**config.mk**
```make
export PLATFORM = sky130hd
export DESIGN_NAME = mrr_regs
export DESIGN_NICKNAME = d
export VERILOG_FILES = /design/src/hdl/mrr_pkg.sv /design/src/hdl/mrr_sat_acc.sv /design/src/hdl/mrr_regs.sv
export VERILOG_INCLUDE_DIRS = /design/src /design/src/hdl
export SDC_FILE = /design/constraint.sdc
export NUM_CORES = 1
export LEC_CHECK = 0
export ABC_CLOCK_PERIOD_IN_PS = 5100
export BUFFER_PORTS_ARGS = -buffer_cell sky130_fd_sc_hd__buf_2
export CORE_MARGIN = 5
export CORE_UTILIZATION = 59
export CTS_CLUSTER_DIAMETER = 40
export DETAILED_ROUTE_END_ITERATION = 8
export GPL_TIMING_DRIVEN = 0
export PLACE_DENSITY = 0.86
export SLEW_MARGIN = 10
export SYNTH_ARGS = -nofsm -noshare
export SYNTH_HDL_FRONTEND = slang
export SYNTH_SLANG_ARGS = --single-unit
```
**constraint.sdc**
```tcl
create_clock -name clk -period 5.1 [get_ports clk]
set_input_delay 0.51 -clock clk [delete_from_list [all_inputs] [get_ports clk]]
set_output_delay 0.51 -clock clk [all_outputs]
set_load 0.005 [all_outputs]
```
**src/hdl/mrr_params.svh**
```systemverilog
// Purpose: Named constants for the motion report register group.
// Assumes: Byte-wide registers at byte addresses on the serial port.
// Notes: Included by the package and the modules.
`ifndef MRR_PARAMS_SVH
`define MRR_PARAMS_SVH
`define MRR_ADDR_REV 7'h01
`define MRR_ADDR_MST 7'h02
`define MRR_ADDR_DX 7'h03
`define MRR_ADDR_DY 7'h04
`define MRR_ADDR_SQ 7'h05
`define MRR_MOTION_BIT 7
`define MRR_REV_VALUE 8'h5A
`define MRR_SQ_MAX 9'h100
`define MRR_DELTA_MAX 8'h7F
`define MRR_DELTA_MIN 8'h80
`define MRR_ZERO8 8'h00
`endif

```
**src/hdl/mrr_pkg.sv**
```systemverilog
// Purpose: Types shared by the motion report register group.
// Assumes: Nothing beyond the constants header.
// Notes: Holds the register select enumeration.
`include "mrr_params.svh"
package mrr_pkg;
   typedef enum logic [5:0] {
      MRR_SEL_NONE = 6'h01,
      MRR_SEL_REV = 6'h02,
      MRR_SEL_MST = 6'h04,
      MRR_SEL_DX = 6'h08,
      MRR_SEL_DY = 6'h10,
      MRR_SEL_SQ = 6'h20
   } mrr_sel_t;
endpackage : mrr_pkg

```
**src/hdl/mrr_sat_acc.sv**
```systemverilog
// Purpose: Saturating signed 8-bit displacement accumulator for one axis.
// Assumes: Same clock as the register group.
// Notes: Clear and add in one cycle keeps the new sample.
`include "mrr_params.svh"
`timescale 1ns/1ps
`default_nettype none
module mrr_sat_acc (
   input wire logic clk,            // System clock.
   input wire logic rst_b,          // Asynchronous reset, active low.
   input wire logic clr,            // Clear the total.
   input wire logic addEn,          // Add the sample this cycle.
   input wire logic [7:0] sample,   // Signed displacement sample.
   output logic [7:0] total         // Signed saturated total.
);
   logic [8:0] sumW;
   logic [7:0] base;
   // Sum with one guard bit to see overflow.
   always_comb begin
      base = clr ? `MRR_ZERO8 : total;
      sumW = {base[7], base} + {sample[7], sample};
   end
   // Clamp to the signed byte range.
   always_ff @(posedge clk or negedge rst_b) begin
      if (!rst_b) begin
         total <= `MRR_ZERO8;
      end else if (addEn) begin
         if (sumW[8] != sumW[7]) begin
            total <= sumW[8] ? `MRR_DELTA_MIN : `MRR_DELTA_MAX;
         end else begin
            total <= sumW[7:0];
         end
      end else if (clr) begin
         total <= `MRR_ZERO8;
      end
   end
endmodule : mrr_sat_acc
`default_nettype wire

```
**src/hdl/mrr_regs.sv**
```systemverilog
// Purpose: Motion report registers read by the serial port master.
// Assumes: Port logic delivers a decoded byte access on clk.
// Notes: Navigation core supplies per-frame samples on clk.
//
// Notes on behaviour
// - Motion pending flag is bit 7 of status, cleared at reset.
// - Flag sets when displacement occurs since the last report.
// - Flag holds motion from any frame since the last report.
// - Quality register holds upper eight bits of a nine-bit count.
// - Quality count measures valid features in the current frame.
// - Quality register never exceeds 128.
// - Quality reads near zero with no surface present.
`include "mrr_params.svh"
`timescale 1ns/1ps
`default_nettype none
module mrr_regs
   import mrr_pkg::*;
(
   input wire logic clk,               // System clock, 50 MHz.
   input wire logic rst_b,             // Asynchronous reset, active low.
   input wire logic regStb,            // One-cycle register access strobe.
   input wire logic regWr,             // High for write, low for read.
   input wire logic [6:0] regAddr,     // Register address.
   input wire logic [7:0] regWdata,    // Write data.
   input wire logic frameDone,         // One-cycle pulse per frame.
   input wire logic [7:0] frameDx,     // Signed X movement of the frame.
   input wire logic [7:0] frameDy,     // Signed Y movement of the frame.
   input wire logic [8:0] featureCnt,  // Valid features in the frame.
   output logic [7:0] regRdata,        // Read data, from a register.
   output logic regRvalid,             // One-cycle read data valid.
   output logic motionPending          // Motion pending flag level.
);
   logic motion_q;
   logic [8:0] quality_q;
   logic [7:0] dx;
   logic [7:0] dy;
   logic frameMoved;
   logic clrReport;
   mrr_sel_t sel;

   // ------------------------------------------------------------
   // Address decode
   // ------------------------------------------------------------
   function automatic mrr_sel_t decode(input logic [6:0] a);
      case (a)
         `MRR_ADDR_REV: decode = MRR_SEL_REV;
         `MRR_ADDR_MST: decode = MRR_SEL_MST;
         `MRR_ADDR_DX: decode = MRR_SEL_DX;
         `MRR_ADDR_DY: decode = MRR_SEL_DY;
         `MRR_ADDR_SQ: decode = MRR_SEL_SQ;
         default: decode = MRR_SEL_NONE;
      endcase
   endfunction : decode

   // Select and report clearing by status write.
   always_comb begin
      sel = decode(regAddr);
      clrReport = regStb && regWr && (sel == MRR_SEL_MST);
      frameMoved = frameDone && ((frameDx != `MRR_ZERO8) ||
                                 (frameDy != `MRR_ZERO8));
   end

   // ------------------------------------------------------------
   // Displacement accumulators
   // ------------------------------------------------------------
   // Totals since last report; status write restarts them.
   mrr_sat_acc accX (
      .clk(clk),
      .rst_b(rst_b),
      .clr(clrReport),
      .addEn(frameDone),
      .sample(frameDx),
      .total(dx)
   );
   mrr_sat_acc accY (
      .clk(clk),
      .rst_b(rst_b),
      .clr(clrReport),
      .addEn(frameDone),
      .sample(frameDy),
      .total(dy)
   );

   // ------------------------------------------------------------
   // Motion pending flag
   // ------------------------------------------------------------
   // Sticky until cleared; a new motion in the clear cycle wins.
   always_ff @(posedge clk or negedge rst_b) begin
      if (!rst_b) begin
         motion_q <= 1'b0;
      end else if (frameMoved) begin
         motion_q <= 1'b1;
      end else if (clrReport) begin
         motion_q <= 1'b0;
      end
   end

   // ------------------------------------------------------------
   // Surface quality
   // ------------------------------------------------------------
   // Feature count of the latest frame, limited to the top value.
   always_ff @(posedge clk or negedge rst_b) begin
      if (!rst_b) begin
         quality_q <= 9'h000;
      end else if (frameDone) begin
         if (featureCnt > `MRR_SQ_MAX) begin
            quality_q <= `MRR_SQ_MAX;
         end else begin
            quality_q <= featureCnt;
         end
      end
   end

   // ------------------------------------------------------------
   // Read path
   // ------------------------------------------------------------
   // Registered read data; unmapped addresses read zero.
   always_ff @(posedge clk or negedge rst_b) begin
      if (!rst_b) begin
         regRdata <= `MRR_ZERO8;
      end else if (regStb && !regWr) begin
         case (sel)
            MRR_SEL_REV: regRdata <= `MRR_REV_VALUE;
            MRR_SEL_MST: regRdata <= {motion_q, 7'h00};
            MRR_SEL_DX: regRdata <= dx;
            MRR_SEL_DY: regRdata <= dy;
            MRR_SEL_SQ: regRdata <= quality_q[8:1];
            default: regRdata <= `MRR_ZERO8;
         endcase
      end
   end

   // Read valid pulse and flag output.
   always_ff @(posedge clk or negedge rst_b) begin
      if (!rst_b) begin
         regRvalid <= 1'b0;
         motionPending <= 1'b0;
      end else begin
         regRvalid <= regStb && !regWr;
         motionPending <= motion_q;
      end
   end
endmodule : mrr_regs
`default_nettype wire

```
# Yosys cells after proc, flatten, opt, wreduce, memory -nomap -nowiden
# Index checks and enable logic that the tools add are counted.
[totals] in_bits=45 register_bits=36 out_inout_bits=10 word_cells=44
[classes] n_reduce_logical=9 n_addsub=2 n_eq_ne=12 muxes=13 magnitude_cmp=1
[ops] cell="8-bit two-way mux" count=8
[ops] cell="8-bit case mux with 5 select lines" count=1
[ops] cell="6-bit case mux with 5 select lines" count=1
[ops] cell="8-bit by 8-bit adder with 9-bit output" count=2
[ops] cell="8-bit nonzero test" count=2
[ops] cell="7-bit by 2-bit equality test with 1-bit output (second input constant)" count=2
[ops] cell="7-bit by 3-bit equality test with 1-bit output (second input constant)" count=2
[ops] cell="9-bit > comparator (second input constant)" count=1
[ops] cell="9-bit two-way mux" count=1
[ops] cell="7-bit by 1-bit equality test with 1-bit output (second input constant)" count=1
[ops] cell="6-bit by 2-bit equality test with 1-bit output (second input constant)" count=1
[ops] cell="6-bit by 3-bit equality test with 1-bit output (second input constant)" count=1
[ops] cell="6-bit by 4-bit equality test with 1-bit output (second input constant)" count=1
[ops] cell="6-bit by 5-bit equality test with 1-bit output (second input constant)" count=1
[ops] cell="6-bit equality test (second input constant)" count=1
[ops] cell="1-bit logical AND" count=4
[ops] cell="1-bit two-way mux" count=2
[ops] cell="1-bit inequality test" count=2
[ops] cell="2-bit nonzero test" count=1
[ops] cell="1-bit logical NOT" count=1
[ops] cell="1-bit logical OR" count=1

# Depth between registers and ports, before layout
[depth] ltp_word=9 mapped_depth=16 ltp_nobuf=13

# Hierarchy
# From an unflattened synthesis, not the netlist that was laid out.
[hier_totals] hier_cells=285 hier_area_um2=2760.1
[modules_own_cells] module="mrr_regs" seq_area_each_um2=475.5 cells_per_inst=106 area_each_um2=1079.8 n_inst=1
[modules_own_cells] module="mrr_sat_acc at accX" seq_area_each_um2=200.2 cells_per_inst=92 area_each_um2=845.8 n_inst=1
[modules_own_cells] module="mrr_sat_acc at accY" seq_area_each_um2=200.2 cells_per_inst=87 area_each_um2=834.6 n_inst=1

# Least setup slack after synthesis
# No wires, ideal clock.
[synth_path] path_kind="input-to-reg" start="input port regAddr[5]" end="register accY.total[6]" t_arrival_ns=3.831 setup_time_ns=0.083 path_buffers=2 stages=15 slack_ns=1.187 required_time_ns=5.017 path_cell_list="or4_4 -> buf_6 -> nor3b_4 -> nand4b_4 -> clkbuf_1 -> and2_1 -> ha_1 -> inv_1 -> fa_1 -> nor2b_1 -> o31a_1 -> o31a_1 -> or3_1 -> maj3_1 -> o21ai_0"
[synth_via] elab_chain_len=9 elab_cells_between_ends=14 classes_between="add/sub (1); eq/ne (7); mux (5); reduce/logical (1)"
[synth_lines] item="start: declaration" line="mrr_regs.sv:23" rtl="input wire logic [6:0] regAddr,"
[synth_lines] item="7-bit by 3-bit equality test with 1-bit output, or another cell as far along" line="mrr_regs.sv:45" rtl="case (a)"
[synth_lines] item="6-bit case mux with 5 select lines *" line="mrr_regs.sv:45"
[synth_lines] item="6-bit by 3-bit equality test with 1-bit output *" line="mrr_regs.sv:58" rtl="clrReport = regStb && regWr && (sel == MRR_SEL_MST);"
[synth_lines] item="1-bit logical AND *" line="mrr_regs.sv:58"
[synth_lines] item="8-bit two-way mux *"
[synth_lines] item="8-bit by 8-bit adder with 9-bit output" line="mrr_sat_acc.sv:20" rtl="sumW = {base[7], base} + {sample[7], sample};"
[synth_lines] item="8-bit two-way mux (no source line) / 1-bit inequality test (equally long branches)"
[synth_lines] item="8-bit two-way mux" line="mrr_sat_acc.sv:27" rtl="if (sumW[8] != sumW[7]) begin"
[synth_lines] item="8-bit two-way mux *" line="mrr_sat_acc.sv:26" rtl="end else if (addEn) begin"
[synth_lines] item="end signal: assignment" line="mrr_sat_acc.sv:25" rtl="total <= `MRR_ZERO8;"
[synth_lines] item="end signal: assignment" line="mrr_sat_acc.sv:28" rtl="total <= sumW[8] ? `MRR_DELTA_MIN : `MRR_DELTA_MAX;"
[synth_lines] item="end signal: assignment" line="mrr_sat_acc.sv:30" rtl="total <= sumW[7:0];"
[synth_lines] item="end: declaration" line="mrr_sat_acc.sv:13" rtl="output logic [7:0] total"
# Every way passes the cells marked *; elsewhere a longest branch is shown, timed or not.
# A chain may end at the register's enable or synchronous reset.

# Final worst setup path
[layout_path] start="input port regAddr[5]" end="register accY.total[3]"
# Same word-level chain as after synthesis.

==> out/summary.txt <==
Run status: completed
Netlist area before placement: 2500 um^2
Nets: 384
Wire length of the first global-routing pass: 10100 um
Setup violations, final: 0
All-layer global routing usage: 23.5%
Max Slew Vio Count: 0
Element type at the critical path start: input pin
Most used flip-flop cell after synthesis: dfrtp_1
Detail-routed via count per cell: 5.98
First drt pass iteration count: 5
Async SR Flop Fraction: 100%
Remaining Overflow, GRT: 0
Diode insertion count for antenna repair: 0
Synthesized area per cell: 9.26 um^2
Post-Synthesis Cells: 270
Distinct cells, synth: 52
Starting density of the core: 61.6%
Critical path's largest stage delay: 0.52 ns
Clock slew seen by the registers of the worst setup and hold paths: 0.07 ns
Crit-path leading delay family: simple AND/OR/NAND/NOR gates
Fraction of the cycle the final worst path needs: 82.0%
Clock Tree Root: clkbuf_8
# DRC: 0
CTS tree: yes
Post-CTS setup-driven buffer insertion count: 0
YS warnings: 0
Via Count: 2218
Sequential Power Share: 25.8%
H-tree depth reported by CTS: 2
Cell internal pwr: 0.000900 W
Final Instance Area: 2890 um^2
Clock Skews: 0.00813 ns
Unrepaired setup endpoints after global routing: false
Timing-limited maximum frequency: 239 MHz
Total core area: 4060 um^2
Critical path cell sequence: buf_2 -> or4_4 -> buf_6 -> nor3b_4 -> nand4b_4 -> clkbuf_1 -> and2_1 -> ha_1 -> inv_1 -> fa_1 -> nor2b_1 -> o31a_1 -> o31a_1 -> o22ai_1 -> clkbuf_1 -> o21ai_0 -> a22o_1
Placed wire-length estimate after detailed placement: 4860 um
Top library cells by usage in the layout, fill and taps aside: buf_2, dfrtp_1, nand2_1, inv_1, o21ai_0
Worst-Skew Late Latency: 0.29 ns
IO buf count: 44
Hold WC Path Type: in2async
Power density of the placed cells: 530 nW/um^2
Synth top area cells: dfrtp_1, ha_1, a22o_1
Transition time at the pin with the least slew margin: 0.774 ns
Antenna-violating nets left: 0
Pin count of the biggest net entering global routing: 36
Detailed router's first-iteration violation count: 181
CTS sink cnt: 35
Switching part of the total: 41.1%
Core utilization of the finished layout: 71.1%
Routability-driven placement congestion ratio: 0.839
Number of register bits inferred by synthesis: 35
Most common cell after layout, fill and taps aside: buf_2
Hold buffer count at CTS: 0
Final Power: 0.00153 W
Final hold violations: 0
Number of synthesized flops with an enable pin: 0
Tightest slew margin relative to the limit: 47.1%
Crit end category: flop
Row count: 23
WL per Instance: 16.5 um
Arrival time of the worst setup path: 4.36 ns
Cell with the largest stage delay on the worst path: or4_4
Longest Clk Path Bufs: 2
IO Pins: 55
Buffering stage count on the worst path with inverters included: 5
Vias in the first global route: 2229
Critical Setup Path Class: in2reg
Synthesized netlist net count: 333
Proportion of netlist area held by the largest area contributor: 35.0%
Maximum fanout along the worst path: 10
Cell type with the highest aggregate area in the netlist: dfrtp_1
Area growth from synthesis to layout: 15.4%
Number of instances resized during post-cts repair: 0
Number of antenna violations at the first check in global routing: 0
Final sum of negative setup slack: 0 ns
Proportion of power drawn by combinational gates: 58.4%
Die Footprint: 5640 um^2
Worst reg-to-reg setup slack: 2.32 ns
X dimension of the die: 75.1 um
Power share of the clock group: 15.8%
Switching power summed over all nets: 0.000628 W
Data required time at the worst endpoint: 5.28 ns
Layout cell share with drive strength beyond 1: 22.1%
Maximum VDD drop: 364 uV
Overall die height: 75.1 um
Wire length after detailed routing: 6100 um
Final hold slack: 0.284 ns
Standby leakage power: 1.33 nW
Share of the yosys chip area belonging to registers: 35.0%
Final period demand of the worst path: 4.18 ns
Total of max-cap violations: 0
Clock buffer count from CTS: 5
Cell area after placement: 2780 um^2
[kinds of logic (layout without fill, tap and decap cells)]
logic type	Yosys count	count (layout)	share of synthesized area [%]
adder cells (fa/ha/maj)	25	25	12.4
XOR/XNOR	10	10	3.50
buffers and inverters	31	82	4.96
multiplexers	8	8	3.55
AND/OR/NAND/NOR	71	71	15.8
AO/OA/AOI/OAI	90	90	24.7
flip-flops	35	35	35.0
[flip-flops by register name, indices dropped and copies added (netlist names)]
name / flops
quality_q: 8
accX.total: 8
accY.total: 8
motionPending: 1
regRvalid: 1
regRdata: 8
motion_q: 1
[worst register-to-register path, cell delays in order (launching register included)]
cell	delay, ns
dfrtp_1	0.35
and2_2	0.15
ha_1	0.19
inv_1	0.06
fa_1	0.40
nor2b_1	0.20
o21bai_1	0.13
a31o_2	0.31
or4b_2	0.61
o311ai_0	0.12
a311o_1	0.19
[per-layer routing]
layer  global-route usage, %  up-vias  share of wire (%)
met3                    3.60        9                6.4
met2                    38.5       72                 48
met5                       0        -                  0
met4                    10.1        0                1.8
met1                    30.9     1040                 43
li1                        -     1097                  -
[cells in the mapped netlist (3+ instances only)]
cell type	instances
clkbuf_1	8
nand2_1	26
maj3_1	7
o22ai_1	6
xnor2_1	4
o31a_1	3
nor2_1	12
xor2_1	6
inv_1	19
dfrtp_1	35
and2_1	8
buf_1	3
a21oi_1	17
and2_2	5
o21a_1	3
ha_1	16
a32oi_1	4
o2bb2ai_1	3
nor4_1	5
mux2_2	7
a31oi_1	5
a22o_1	13
o21ai_0	19
[per-stage QoR]
step | worst slack [ns] | std cells
2_1_floorplan | 1.19 | 270
3_5_place_dp | 0.625 | 364
4_1_cts | 0.939 | 371
3_3_place_gp | 0.705 | 364
6_report | 0.917 | 371
5_1_grt | 0.586 | 371
[power by group through the flow]
stage          Sequential (W)  Clock (W)  Combinational (W)
2_1_floorplan        0.000379          0           0.000696
6_report             0.000394   0.000241           0.000893
3_3_place_gp         0.000393          0           0.000839
3_5_place_dp         0.000398          0           0.000870
5_1_grt              0.000401   0.000254           0.000988
4_1_cts              0.000394   0.000243           0.000879
[worst paths after layout]
kind | from | end | cells past startpoint
setup / recovery | regAddr[5] | accY.total[3]$_DFF_PN0_ | 17
setup reg to reg | accX.total[0]$_DFF_PN0_ | accX.total[6]$_DFF_PN0_ | 10
max in group asynchronous | rst_b | accY.total[0]$_DFF_PN0_ | 1
min in group clk | motion_q$_DFFE_PN0P_ | motionPending$_DFF_PN0_ | 0
hold / removal | rst_b | regRdata[7]$_DFFE_PN0P_ | 1
hold reg to reg | motion_q$_DFFE_PN0P_ | motionPending$_DFF_PN0_ | 0
[cell type report]
type | count | area [um^2]
multi-input combinational | 204 | 1500
fill | 314 | 1170
sequential | 35 | 876
timing repair buffer | 44 | 220
clock buffer | 6 | 72.6
inverter | 19 | 71.3
tap | 50 | 62.6
buffer | 12 | 52.6
clock inverter | 1 | 30.0
(Power assumes the default switching activity.)
